<file path="config.mk">
export PLATFORM = sky130hd
export DESIGN_NAME = ofl_limiter
export DESIGN_NICKNAME = d
export VERILOG_FILES = /design/src/ofl_limiter.v
export VERILOG_INCLUDE_DIRS = /design/src /design/src/pkg
export SDC_FILE = /design/constraint.sdc
export NUM_CORES = 2
export LEC_CHECK = 0
export BUFFER_PORTS_ARGS = -buffer_cell sky130_fd_sc_hd__clkbuf_2
export CAP_MARGIN = 20
export CORE_UTILIZATION = 25
export CTS_CLUSTER_DIAMETER = 150
export CTS_CLUSTER_SIZE = 28
export DETAILED_ROUTE_END_ITERATION = 16
export SLEW_MARGIN = 20
export SYNTH_ARGS = -nofsm -noshare
export SYNTH_HDL_FRONTEND = slang
export SYNTH_SLANG_ARGS = --single-unit
</file>
<file path="constraint.sdc">
create_clock -name pclk -period 21.3 [get_ports pclk]
set_input_delay 4.26 -clock pclk [delete_from_list [all_inputs] [get_ports pclk]]
set_output_delay 4.26 -clock pclk [all_outputs]
set_load 0.1 [all_outputs]
</file>
<file path="src/pkg/ofl_map.vh">
// constants for the output frequency limiter: register offsets, field positions, reset values
// assumes units of 0.01 Hz for frequencies and 0.1 V for voltages
`ifndef OFL_MAP_VH
`define OFL_MAP_VH
// register byte offsets on the apb slave
`define OFL_UPPER_OFS 12'h000
`define OFL_LOWER_OFS 12'h004
`define OFL_HSPEED_OFS 12'h008
`define OFL_JOG_OFS 12'h00c
`define OFL_START_OFS 12'h010
`define OFL_JUMP1A_OFS 12'h014
`define OFL_JUMP1B_OFS 12'h018
`define OFL_JUMP2A_OFS 12'h01c
`define OFL_JUMP2B_OFS 12'h020
`define OFL_JUMP3A_OFS 12'h024
`define OFL_JUMP3B_OFS 12'h028
`define OFL_BASEF_OFS 12'h02c
`define OFL_BASEF2_OFS 12'h030
`define OFL_BASEV_OFS 12'h034
`define OFL_GROUP_OFS 12'h038
`define OFL_CMD_OFS 12'h03c
`define OFL_STATUS_OFS 12'h040
`define OFL_OUTF_OFS 12'h044
`define OFL_OUTBF_OFS 12'h048
`define OFL_OUTBV_OFS 12'h04c
// command register field positions
`define OFL_CMD_FREQ_LSB 0
`define OFL_CMD_FREQ_MSB 15
`define OFL_CMD_JOG_BIT 16
`define OFL_CMD_START_BIT 17
`define OFL_CMD_STALL_BIT 18
`define OFL_CMD_VALID_BIT 19
// status register field positions
`define OFL_ST_SECOND_BIT 0
`define OFL_ST_UPCLAMP_BIT 1
`define OFL_ST_LOCLAMP_BIT 2
`define OFL_ST_JUMP_BIT 3
`define OFL_ST_WRLOCK_BIT 4
// value limits and reset values, frequencies in 0.01 Hz
`define OFL_F120 16'd12000
`define OFL_F400 16'd40000
`define OFL_F60 16'd6000
`define OFL_V1000 16'd10000
`define OFL_CODE_OFF 16'd9999
`define OFL_CODE_95 16'd8888
`define OFL_UPPER_RST 16'd12000
`define OFL_LOWER_RST 16'h0000
`define OFL_JOG_RST 16'd500
`define OFL_START_RST 16'd50
`define OFL_BASEF_RST 16'd6000
`define OFL_ZERO16 16'h0000
`endif

</file>
<file path="src/ofl_limiter.v">
// output frequency limiter: clamps, jump bands, base frequency and base voltage select
// assumes an apb master on pclk and supply voltage / model straps synchronous to pclk
`timescale 1ns/1ps
`default_nettype none
`include "ofl_map.vh"

module ofl_limiter #(
  parameter FW = 16
)
(
  input wire pclk,
  input wire presetn,
  input wire clk_en,
  input wire psel,
  input wire penable,
  input wire pwrite,
  input wire [11:0] paddr,
  input wire [31:0] pwdata,
  output reg [31:0] prdata,
  output reg pready,
  output reg pslverr,
  input wire second_function_input,
  input wire [FW-1:0] supply_voltage,
  input wire single_phase_100v,
  output reg [FW-1:0] out_freq,
  output reg [FW-1:0] out_base_freq,
  output reg [FW-1:0] out_base_voltage,
  output reg second_set_active
);

  ////////////////////////////////////////////////////////////////////////////
  // settings and command registers
  reg [FW-1:0] upper_freq_limit_reg;
  reg [FW-1:0] lower_freq_limit_reg;
  reg [FW-1:0] high_speed_upper_limit_reg;
  reg [FW-1:0] jog_freq_setting_reg;
  reg [FW-1:0] starting_freq_setting_reg;
  reg [FW-1:0] jump_band_bounds_reg [0:5];
  reg [FW-1:0] primary_base_freq_reg;
  reg [FW-1:0] second_base_freq_reg;
  reg [FW-1:0] base_voltage_setting_reg;
  reg [FW-1:0] user_group_read_select_reg;
  reg [FW-1:0] cmd_freq_reg;
  reg cmd_jog_reg;
  reg cmd_start_reg;
  reg cmd_stall_reg;
  reg cmd_valid_reg;
  reg up_clamp_reg;
  reg lo_clamp_reg;
  reg jumped_reg;
  integer i;

  // clamp a write value into a legal range; out of range writes saturate
  function [FW-1:0] fit;
    input [31:0] v;
    input [FW-1:0] lo;
    input [FW-1:0] hi;
    begin
      if (v[31:FW] != {(32-FW){1'b0}} || v[FW-1:0] > hi)
        fit = hi;
      else if (v[FW-1:0] < lo)
        fit = lo;
      else
        fit = v[FW-1:0];
    end
  endfunction

  // accept a frequency setting or its disable code
  function [FW-1:0] fit_code;
    input [31:0] v;
    input [FW-1:0] hi;
    begin
      if (v[FW-1:0] == `OFL_CODE_OFF && v[31:FW] == {(32-FW){1'b0}})
        fit_code = `OFL_CODE_OFF;
      else
        fit_code = fit(v, `OFL_ZERO16, hi);
    end
  endfunction

  ////////////////////////////////////////////////////////////////////////////
  // apb decode; taken at the first enabled access edge, which also raises pready for the answer
  // a low enable freezes the answer too, so pready may stand for several cycles
  wire access = psel && penable && clk_en;
  // one write per transfer; the answer edge must not write a second time
  wire wr = access && pwrite && !pready;
  wire unlocked = (user_group_read_select_reg == `OFL_ZERO16);
  reg mapped;

  always @*
  begin
    case (paddr)
      `OFL_UPPER_OFS, `OFL_LOWER_OFS, `OFL_HSPEED_OFS, `OFL_JOG_OFS, `OFL_START_OFS,
      `OFL_JUMP1A_OFS, `OFL_JUMP1B_OFS, `OFL_JUMP2A_OFS, `OFL_JUMP2B_OFS,
      `OFL_JUMP3A_OFS, `OFL_JUMP3B_OFS, `OFL_BASEF_OFS, `OFL_BASEF2_OFS,
      `OFL_BASEV_OFS, `OFL_GROUP_OFS, `OFL_CMD_OFS, `OFL_STATUS_OFS,
      `OFL_OUTF_OFS, `OFL_OUTBF_OFS, `OFL_OUTBV_OFS: mapped = 1'b1;
      default: mapped = 1'b0;
    endcase
  end

  // writes to locked settings answer with an error when the user group is not 0; reads of them do not
  wire locked_addr = (paddr == `OFL_HSPEED_OFS) || (paddr == `OFL_BASEF2_OFS) ||
    (paddr == `OFL_BASEV_OFS) || (paddr >= `OFL_JUMP1A_OFS && paddr <= `OFL_JUMP3B_OFS);
  wire wr_ok = wr && mapped && !(locked_addr && !unlocked);

  // register write process
  always @(posedge pclk or negedge presetn)
  begin
    if (!presetn)
    begin
      upper_freq_limit_reg <= `OFL_UPPER_RST;
      lower_freq_limit_reg <= `OFL_LOWER_RST;
      high_speed_upper_limit_reg <= `OFL_UPPER_RST;
      jog_freq_setting_reg <= `OFL_JOG_RST;
      starting_freq_setting_reg <= `OFL_START_RST;
      for (i = 0; i < 6; i = i + 1)
        jump_band_bounds_reg[i] <= `OFL_CODE_OFF;
      primary_base_freq_reg <= `OFL_BASEF_RST;
      second_base_freq_reg <= `OFL_CODE_OFF;
      base_voltage_setting_reg <= `OFL_CODE_OFF;
      user_group_read_select_reg <= `OFL_ZERO16;
      cmd_freq_reg <= `OFL_ZERO16;
      cmd_jog_reg <= 1'b0;
      cmd_start_reg <= 1'b0;
      cmd_stall_reg <= 1'b0;
      cmd_valid_reg <= 1'b0;
    end
    else if (wr_ok)
    begin
      case (paddr)
        `OFL_UPPER_OFS:
        begin
          upper_freq_limit_reg <= fit(pwdata, `OFL_ZERO16, `OFL_F120);
          high_speed_upper_limit_reg <= fit(pwdata, `OFL_ZERO16, `OFL_F120);
        end
        `OFL_HSPEED_OFS:
        begin
          high_speed_upper_limit_reg <= fit(pwdata, `OFL_F120, `OFL_F400);
          upper_freq_limit_reg <= fit(pwdata, `OFL_F120, `OFL_F400);
        end
        `OFL_LOWER_OFS: lower_freq_limit_reg <= fit(pwdata, `OFL_ZERO16, `OFL_F120);
        `OFL_JOG_OFS: jog_freq_setting_reg <= fit(pwdata, `OFL_ZERO16, `OFL_F400);
        `OFL_START_OFS: starting_freq_setting_reg <= fit(pwdata, `OFL_ZERO16, `OFL_F400);
        `OFL_JUMP1A_OFS: jump_band_bounds_reg[0] <= fit_code(pwdata, `OFL_F400);
        `OFL_JUMP1B_OFS: jump_band_bounds_reg[1] <= fit_code(pwdata, `OFL_F400);
        `OFL_JUMP2A_OFS: jump_band_bounds_reg[2] <= fit_code(pwdata, `OFL_F400);
        `OFL_JUMP2B_OFS: jump_band_bounds_reg[3] <= fit_code(pwdata, `OFL_F400);
        `OFL_JUMP3A_OFS: jump_band_bounds_reg[4] <= fit_code(pwdata, `OFL_F400);
        `OFL_JUMP3B_OFS: jump_band_bounds_reg[5] <= fit_code(pwdata, `OFL_F400);
        `OFL_BASEF_OFS: primary_base_freq_reg <= fit(pwdata, `OFL_ZERO16, `OFL_F400);
        `OFL_BASEF2_OFS: second_base_freq_reg <= fit_code(pwdata, `OFL_F400);
        `OFL_BASEV_OFS:
        begin
          // codes pass through; other values saturate at 1000 V
          if (pwdata[FW-1:0] == `OFL_CODE_95 && pwdata[31:FW] == {(32-FW){1'b0}})
            base_voltage_setting_reg <= `OFL_CODE_95;
          else
            base_voltage_setting_reg <= fit_code(pwdata, `OFL_V1000);
        end
        `OFL_GROUP_OFS: user_group_read_select_reg <= pwdata[FW-1:0];
        `OFL_CMD_OFS:
        begin
          cmd_freq_reg <= pwdata[`OFL_CMD_FREQ_MSB:`OFL_CMD_FREQ_LSB];
          cmd_jog_reg <= pwdata[`OFL_CMD_JOG_BIT];
          cmd_start_reg <= pwdata[`OFL_CMD_START_BIT];
          cmd_stall_reg <= pwdata[`OFL_CMD_STALL_BIT];
          cmd_valid_reg <= pwdata[`OFL_CMD_VALID_BIT];
        end
        default: cmd_valid_reg <= cmd_valid_reg;
      endcase
    end
  end

  ////////////////////////////////////////////////////////////////////////////
  // frequency path: clamp, then jump bands
  reg [FW-1:0] clamped;
  reg [FW-1:0] jumped;
  reg [FW-1:0] ba;
  reg [FW-1:0] bb;
  reg [FW-1:0] lo_b;
  reg [FW-1:0] hi_b;
  reg hit_up;
  reg hit_lo;
  reg hit_jump;
  integer k;

  always @*
  begin
    hit_up = 1'b0;
    hit_lo = 1'b0;
    hit_jump = 1'b0;
    ba = `OFL_ZERO16;
    bb = `OFL_ZERO16;
    lo_b = `OFL_ZERO16;
    hi_b = `OFL_ZERO16;
    // source priority: jog, start alone, stopped, lower clamp, then the command
    if (cmd_jog_reg)
      clamped = jog_freq_setting_reg;
    else if (!cmd_valid_reg && cmd_start_reg && lower_freq_limit_reg >= starting_freq_setting_reg)
      clamped = lower_freq_limit_reg;
    else if (!cmd_start_reg)
      clamped = `OFL_ZERO16;
    else if (cmd_freq_reg < lower_freq_limit_reg && !cmd_stall_reg)
    begin
      clamped = lower_freq_limit_reg;
      hit_lo = 1'b1;
    end
    // stall lets the command through below the lower limit; the upper clamp still follows
    else
      clamped = cmd_freq_reg;
    // upper clamp applies to every source
    if (clamped > upper_freq_limit_reg)
    begin
      clamped = upper_freq_limit_reg;
      hit_up = 1'b1;
    end
    jumped = clamped;
    for (k = 0; k < 3; k = k + 1)
    begin
      ba = jump_band_bounds_reg[2*k];
      bb = jump_band_bounds_reg[2*k+1];
      lo_b = (ba < bb) ? ba : bb;
      hi_b = (ba < bb) ? bb : ba;
      // a band with either bound at 9999 is off
      if (ba != `OFL_CODE_OFF && bb != `OFL_CODE_OFF && !hit_jump &&
          clamped > lo_b && clamped < hi_b)
      begin
        hit_jump = 1'b1;
        // ties go to the lower bound; a command nearer the upper bound goes up to it
        jumped = ((clamped - lo_b) <= (hi_b - clamped)) ? lo_b : hi_b;
      end
    end
  end

  ////////////////////////////////////////////////////////////////////////////
  // base frequency and base voltage select
  wire second_sel = second_function_input && (second_base_freq_reg != `OFL_CODE_OFF);
  wire [FW:0] supply_eff = single_phase_100v ? {supply_voltage, 1'b0} : {1'b0, supply_voltage};
  // 24 bits hold twice the widest supply times 95 with room to spare
  wire [FW+7:0] supply_95 = ({7'h00, supply_eff} * 8'd95) / 8'd100;
  reg [FW-1:0] base_v;

  // results wider than the port saturate rather than wrap
  always @*
  begin
    if (base_voltage_setting_reg == `OFL_CODE_95)
      base_v = (supply_95[FW+7:FW] != 8'h00) ? {FW{1'b1}} : supply_95[FW-1:0];
    else if (base_voltage_setting_reg == `OFL_CODE_OFF)
      base_v = supply_eff[FW] ? {FW{1'b1}} : supply_eff[FW-1:0];
    else if ({1'b0, base_voltage_setting_reg} < supply_eff)
      base_v = base_voltage_setting_reg;
    else
      base_v = supply_eff[FW] ? {FW{1'b1}} : supply_eff[FW-1:0];
  end

  // registered outputs, so the output stage never sees decode glitches
  // each output follows its settings and pins one enabled edge later
  always @(posedge pclk or negedge presetn)
  begin
    if (!presetn)
    begin
      out_freq <= `OFL_ZERO16;
      out_base_freq <= `OFL_BASEF_RST;
      out_base_voltage <= `OFL_ZERO16;
      second_set_active <= 1'b0;
      up_clamp_reg <= 1'b0;
      lo_clamp_reg <= 1'b0;
      jumped_reg <= 1'b0;
    end
    else if (clk_en)
    begin
      out_freq <= jumped;
      out_base_freq <= second_sel ? second_base_freq_reg : primary_base_freq_reg;
      out_base_voltage <= base_v;
      second_set_active <= second_function_input;
      up_clamp_reg <= hit_up;
      lo_clamp_reg <= hit_lo;
      jumped_reg <= hit_jump;
    end
  end

  ////////////////////////////////////////////////////////////////////////////
  // apb read data and answer
  reg [31:0] rd;

  always @*
  begin
    case (paddr)
      `OFL_UPPER_OFS: rd = {16'h0000, upper_freq_limit_reg};
      `OFL_LOWER_OFS: rd = {16'h0000, lower_freq_limit_reg};
      `OFL_HSPEED_OFS: rd = {16'h0000, high_speed_upper_limit_reg};
      `OFL_JOG_OFS: rd = {16'h0000, jog_freq_setting_reg};
      `OFL_START_OFS: rd = {16'h0000, starting_freq_setting_reg};
      `OFL_JUMP1A_OFS: rd = {16'h0000, jump_band_bounds_reg[0]};
      `OFL_JUMP1B_OFS: rd = {16'h0000, jump_band_bounds_reg[1]};
      `OFL_JUMP2A_OFS: rd = {16'h0000, jump_band_bounds_reg[2]};
      `OFL_JUMP2B_OFS: rd = {16'h0000, jump_band_bounds_reg[3]};
      `OFL_JUMP3A_OFS: rd = {16'h0000, jump_band_bounds_reg[4]};
      `OFL_JUMP3B_OFS: rd = {16'h0000, jump_band_bounds_reg[5]};
      `OFL_BASEF_OFS: rd = {16'h0000, primary_base_freq_reg};
      `OFL_BASEF2_OFS: rd = {16'h0000, second_base_freq_reg};
      `OFL_BASEV_OFS: rd = {16'h0000, base_voltage_setting_reg};
      `OFL_GROUP_OFS: rd = {16'h0000, user_group_read_select_reg};
      `OFL_CMD_OFS: rd = {12'h000, cmd_valid_reg, cmd_stall_reg, cmd_start_reg, cmd_jog_reg, cmd_freq_reg};
      `OFL_STATUS_OFS: rd = {27'h0000000, !unlocked, jumped_reg, lo_clamp_reg, up_clamp_reg, second_set_active};
      `OFL_OUTF_OFS: rd = {16'h0000, out_freq};
      `OFL_OUTBF_OFS: rd = {16'h0000, out_base_freq};
      `OFL_OUTBV_OFS: rd = {16'h0000, out_base_voltage};
      default: rd = 32'h00000000;
    endcase
  end

  // pready rises at the first enabled access edge: one wait state per transfer while clk_en stays high, more when it is low
  always @(posedge pclk or negedge presetn)
  begin
    if (!presetn)
    begin
      pready <= 1'b0;
      pslverr <= 1'b0;
      prdata <= 32'h00000000;
    end
    else if (clk_en)
    begin
      pready <= psel && penable && !pready;
      pslverr <= psel && penable && !pready && (!mapped || (pwrite && locked_addr && !unlocked));
      prdata <= (psel && penable && !pready && !pwrite) ? rd : 32'h00000000;
    end
  end

endmodule
`default_nettype wire

</file>
# Word level (Yosys, flattened, before mapping)
# Cells that the tools add are included.
# op_classes
div	1
eq_ne	30
reduce_logical	69
mul	1
magnitude_cmp	23
muxes	45
addsub	6
# op_table
op	count
$mux 16	32
$pmux 20 s19	1
$lt 16x16->1	7
$ne 16x14->1 const B	7
$eq 12x6->1 const B	8
$sub 16x16->16	6
$eq 16x14->1 const B	4
$gt 16x16->1	4
$eq 12x5->1 const B	4
$eq 12x7->1 const B	4
$le 16x16->1	3
$gt 16x14->1 const B	2
$logic_not 16->1	2
$mux 32	1
$pmux 16 s2	1
$logic_and 1x1->1	30
$reduce_and 2->1	15
$div 24x7->24 const B	1
$eq 12x4->1 const B	2
$mul 17x7->24 const B	1
$reduce_or 20->1	1
$lt 16x17->1	1
$mux 17	1
$ge 16x16->1	1
other kinds (14)	36
# word_totals
ff_bits	330
inputBits	68
out_inout_bits	83
word_cells	204

# Logic depth before layout (Yosys ltp)
# depth
word_depth	22
depth_mapped	72
mapped_depth_nobuf	69

# Worst setup path after synthesis
# Ideal clock, no wire load.
# synth_path
kind	in2reg
from	input port single_phase_100v
to	register out_base_voltage[0]
t_arrival_ns	18.488
required_time_ns	21.169
setup_ns	0.131
stages	56
slack_ns	2.681
path_buffers	6
cell_sequence	clkbuf_1 > clkbuf_1 > mux2i_1 > inv_1 > fa_1 > fa_1 > fa_1 > inv_1 > fa_1 > inv_1 > ha_1 > buf_2 > a21oi_1 > o21a_1 > a21oi_1 > o221ai_1 > o21a_1 > nor2_1 > (+20 left out) > or4_1 > and3_1 > o31a_1 > nor2_1 > o21a_1 > mux2_1 > a2111oi_4 > mux2_2 > nand2_1 > a21oi_2 > mux2i_1 > o2111ai_1 > o211ai_1 > xnor2_1 > mux2_2 > a211o_1 > a211oi_2 > o31ai_1
# synth_between
elab_chain_len	6
elab_cells_between_ends	10
# synth_rtl
element	line_no	text
from (decl)	ofl_limiter.v:24	input wire single_phase_100v,
$mux 17 *	ofl_limiter.v:238	wire [FW:0] supply_eff = single_phase_100v ? {supply_voltage, 1'b0} : {1'b0, supply_voltage};
$mul 17x7->24	ofl_limiter.v:240	wire [FW+7:0] supply_95 = ({7'h00, supply_eff} * 8'd95) / 8'd100;
$div 24x7->24	ofl_limiter.v:240	
$reduce_bool 8->1	ofl_limiter.v:247	base_v = (supply_95[FW+7:FW] != 8'h00) ? {FW{1'b1}} : supply_95[FW-1:0];
$mux 16	ofl_limiter.v:247	
$mux 16 *	ofl_limiter.v:246	if (base_voltage_setting_reg == `OFL_CODE_95)
to (signal assigned)	ofl_limiter.v:264	out_base_voltage <= `OFL_ZERO16;
to (signal assigned)	ofl_limiter.v:274	out_base_voltage <= base_v;
to (decl)	ofl_limiter.v:27	output reg [FW-1:0] out_base_voltage,
# Mark *: on every way between the ends. The rest lies on a longest branch, timed or not.
# A chain may end at the register's enable or synchronous reset.

# Worst setup path after layout
# Same ends and word-level chain as after synthesis.

==> results <==
- TritonCTS built the clock tree.
- The number of hold buffers added after CTS was 0.
- The post-route clock skew is 0.0369 ns.
- The final-report hold violation count was 0.
- In this run, synthesis produced a sequential element count of 318.
- The slowest stage of the critical path is the mux2i_1 cell.
- The total I/O pin count is 151.
- The count of nets left with antenna violations after detail routing is 0.
- The number of max-slew violations in the final report is 0.
- The critical path startpoint category is an input port.
- The first routing iteration left 3,265 violations.
- The via count is 30,725.
- The cell taking the most area after synthesis is dfrtp_1.
- The floorplan has 130 rows.
- In the final routed layout, each cell accounts on average for 23.4 µm.
- The aggregate routed wire length is 131,000 µm.
- After routing, the total negative slack on setup checks comes to 0 ns.
- The number of instances in the synthesized netlist is 3,868.
- The aggregate global routing overflow is 0.
- In this run the number of H-tree levels came out at 1.
- The floorplan step defined a die boundary enclosing 130,000 µm².
- The number of nets at the end of the flow is 4,356.
- Summing every instance area after synthesis gives 32,000 µm².
- Once the floorplan was initialized, standard cells occupied 25.3% of the core.
- Derived from the worst setup path, the maximum achievable clock frequency is 49.8 MHz.
- STA puts the critical path data arrival time at 20.52 ns.
- The first global-routing pass estimated 193,000 µm of wire.
- In this run the worst hold path is classified as reg -> reg.
- The flip-flop count of the largest register after layout is 64.
- The slew of the pin with the lowest slew margin is 1.19 ns.
- The share of layout cells above drive strength 1 is 12.9%.
- The final critical-path setup slack is 1.21 ns.
- Setup violations remaining at the end of the flow were counted as 0.
- The via count of the first global-routing pass is 29,082.
- The number of buffers and inverters on the critical path is 6.
- The worst setup path category is in -> reg.
- The vertical die dimension is 360 µm.
- The cell family contributing the most delay on the critical path is compound AO/OA/AOI/OAI gates.
- The type of destination of the critical path is a flop.
- At the worst endpoint, the required time is 21.73 ns.
- The detail-routed via count per cell is 5.51.
- The area growth from synthesis to layout is 9.68%.
- The synthesized netlist contains 119 unique library cells.
- Setup repair after global routing left no endpoint under its margin.
- Max-cap violations in this run came to 0.
- Dividing the final minimum period by the clock period gives 94.3%.
- Clock tree synthesis found a total of 318 sinks.
- From left edge to right edge, the die measures 360 µm.
- Sorting the synthesized cells by area gives the leading types as dfrtp_1 (18%), ha_1 (12%), dfstp_2 (7.7%).
- The core footprint is 126,000 µm².
- The total routing resource utilization after global routing is 19.4%.
- During placement, the flow inserted port buffers numbering 138.
- Routability-driven placement finished with a final weighted congestion of 0.984.
- Entering global routing, the biggest net connects 173 pins.
- The flow ran to the end, and the final reports show no timing, DRC or antenna violations.
- For this run, design rule violations remaining after detail routing come to 0.
- The number of buffers inserted during clock tree synthesis is 15.
- The initial antenna violation count is 2.
- Clock-pin slew was measured on the worst setup and hold paths at 0.13 ns.
- The worst path in the final design needs a cycle of 20.09 ns, including I/O delays and setup.
- The clock reaches the later pin of the worst-skew pair after 0.55 ns.
- The library cells used most frequently in the layout, excluding fill and tap cells, are o21ai_0 (412), nand2_1 (401), ha_1 (313).
- The biggest fanout along the worst timing path is 17.
- The deepest clock path buffer count is 3.
- The number of enable flip-flop cells after synthesis is 0.
- Leaving out fill and tap cells, the most frequent cell in the layout is o21ai_0.
- The number of optimization iterations in the first detailed-route pass is 6.
- The worst pin sits at a relative slew slack of 21.0%.
- The post-synthesis async set-or-reset flop share is 100%.
- CTS placed an instance of clkbuf_16 at the clock tree root.
- In this run the biggest area consumer among cell types represents 17.5% of the synthesized area.
- Averaged over all synthesized cells, the footprint is 8.28 µm².
- The share of the yosys chip area belonging to registers is 25.2%.
- The highest cell delay on the worst timing path is 0.66 ns.
- The most common flop cell mapped by yosys is dfrtp_1.
- The pre-CTS worst setup slack is 0.784 ns.
- The total of warnings raised by yosys is 0.
- The sum of net half-perimeters after detailed placement is 102,000 µm.
==> synth_stat cells, types with 36 or more instances <==
master,count
nor2_1,218
nand4_1,77
dfstp_2,94
o21ai_0,412
mux2i_1,124
nor3_1,62
dfrtp_1,224
o211ai_1,56
xor2_1,47
a21o_1,52
nand3_1,74
nand2_1,406
a21oi_1,255
fa_1,58
inv_1,305
nor2b_1,51
clkbuf_1,132
ha_1,313
mux2_2,78
a31oi_1,36
xnor2_1,72
nand2b_1,79
a22oi_1,79
==> layer usage <==
layer	vias up	routed length (µm)	track usage [%]
met5	-	23	0
met4	4	5880	7.31
met3	267	11900	3.83
met2	1460	55300	29.2
met1	14838	57700	27.1
li1	14156	-	-
==> metrics by stage <==
step | hold WS [ns] | util, % | instance area (µm²) | std cells
5_1_grt | 0.520 | 27.8 | 35100 | 5576
4_1_cts | 0.499 | 27.7 | 35100 | 5576
3_5_place_dp | 0.477 | 27.4 | 34600 | 5550
3_3_place_gp | 0.473 | 27.4 | 34600 | 5550
2_1_floorplan | 0.457 | - | 32100 | 3879
6_report | 0.498 | 27.8 | 35100 | 5578
==> cells by family after synthesis <==
group | after synthesis | synth area share [%]
AOI/OAI and AO/OA | 1236 | 25.5
other | 1 | 0.0117
buffers and inverters | 487 | 6.10
DFF | 318 | 25.2
xor gates and xnor gates | 123 | 3.49
adders and majority gates | 374 | 16.0
muxes | 205 | 6.74
and+or+nand+nor | 1124 | 17.0
==> repair_timing <==
item	in CTS	in global routing
resized for setup	0	3
endpoints found under the setup margin	0	2
setup buffers	0	0
==> tightest hold or removal path, cell delays in order, from the launching register on <==
cell and delay [ns]:
dfstp_2 0.40, nand2_1 0.04, o21ai_0 0.06
==> final timing paths <==
check / startpoint / to / slack, ns / cells after the start
min in group asynchronous: presetn / pslverr / 3.72 / 1
worst min-delay path: jog_freq_setting_reg[6] / jog_freq_setting_reg[6] / 0.50 / 2
worst min register to register: jog_freq_setting_reg[6] / jog_freq_setting_reg[6] / 0.50 / 2
max in group asynchronous: presetn / prdata[12] / 16.12 / 2
worst max-delay path: single_phase_100v / out_base_voltage[0] / 1.21 / 53
worst max register to register: lower_freq_limit_reg[0] / out_freq[7] / 8.35 / 68
==> cell type report <==
| cell class | count | area, µm² |
|---|---|---|
| antenna | 2 | 5.00 |
| timing repair buffer | 203 | 1200 |
| tap | 1650 | 2060 |
| multi-input combinational | 3074 | 22200 |
| clock buffer | 22 | 402 |
| sequential | 318 | 8080 |
| clock inverter | 4 | 32.5 |
| inverter | 305 | 1140 |
| fill | 13591 | 91300 |
Power is not shown: default switching activity piles up to over one toggle a cycle in this logic, so the estimate is an artifact.
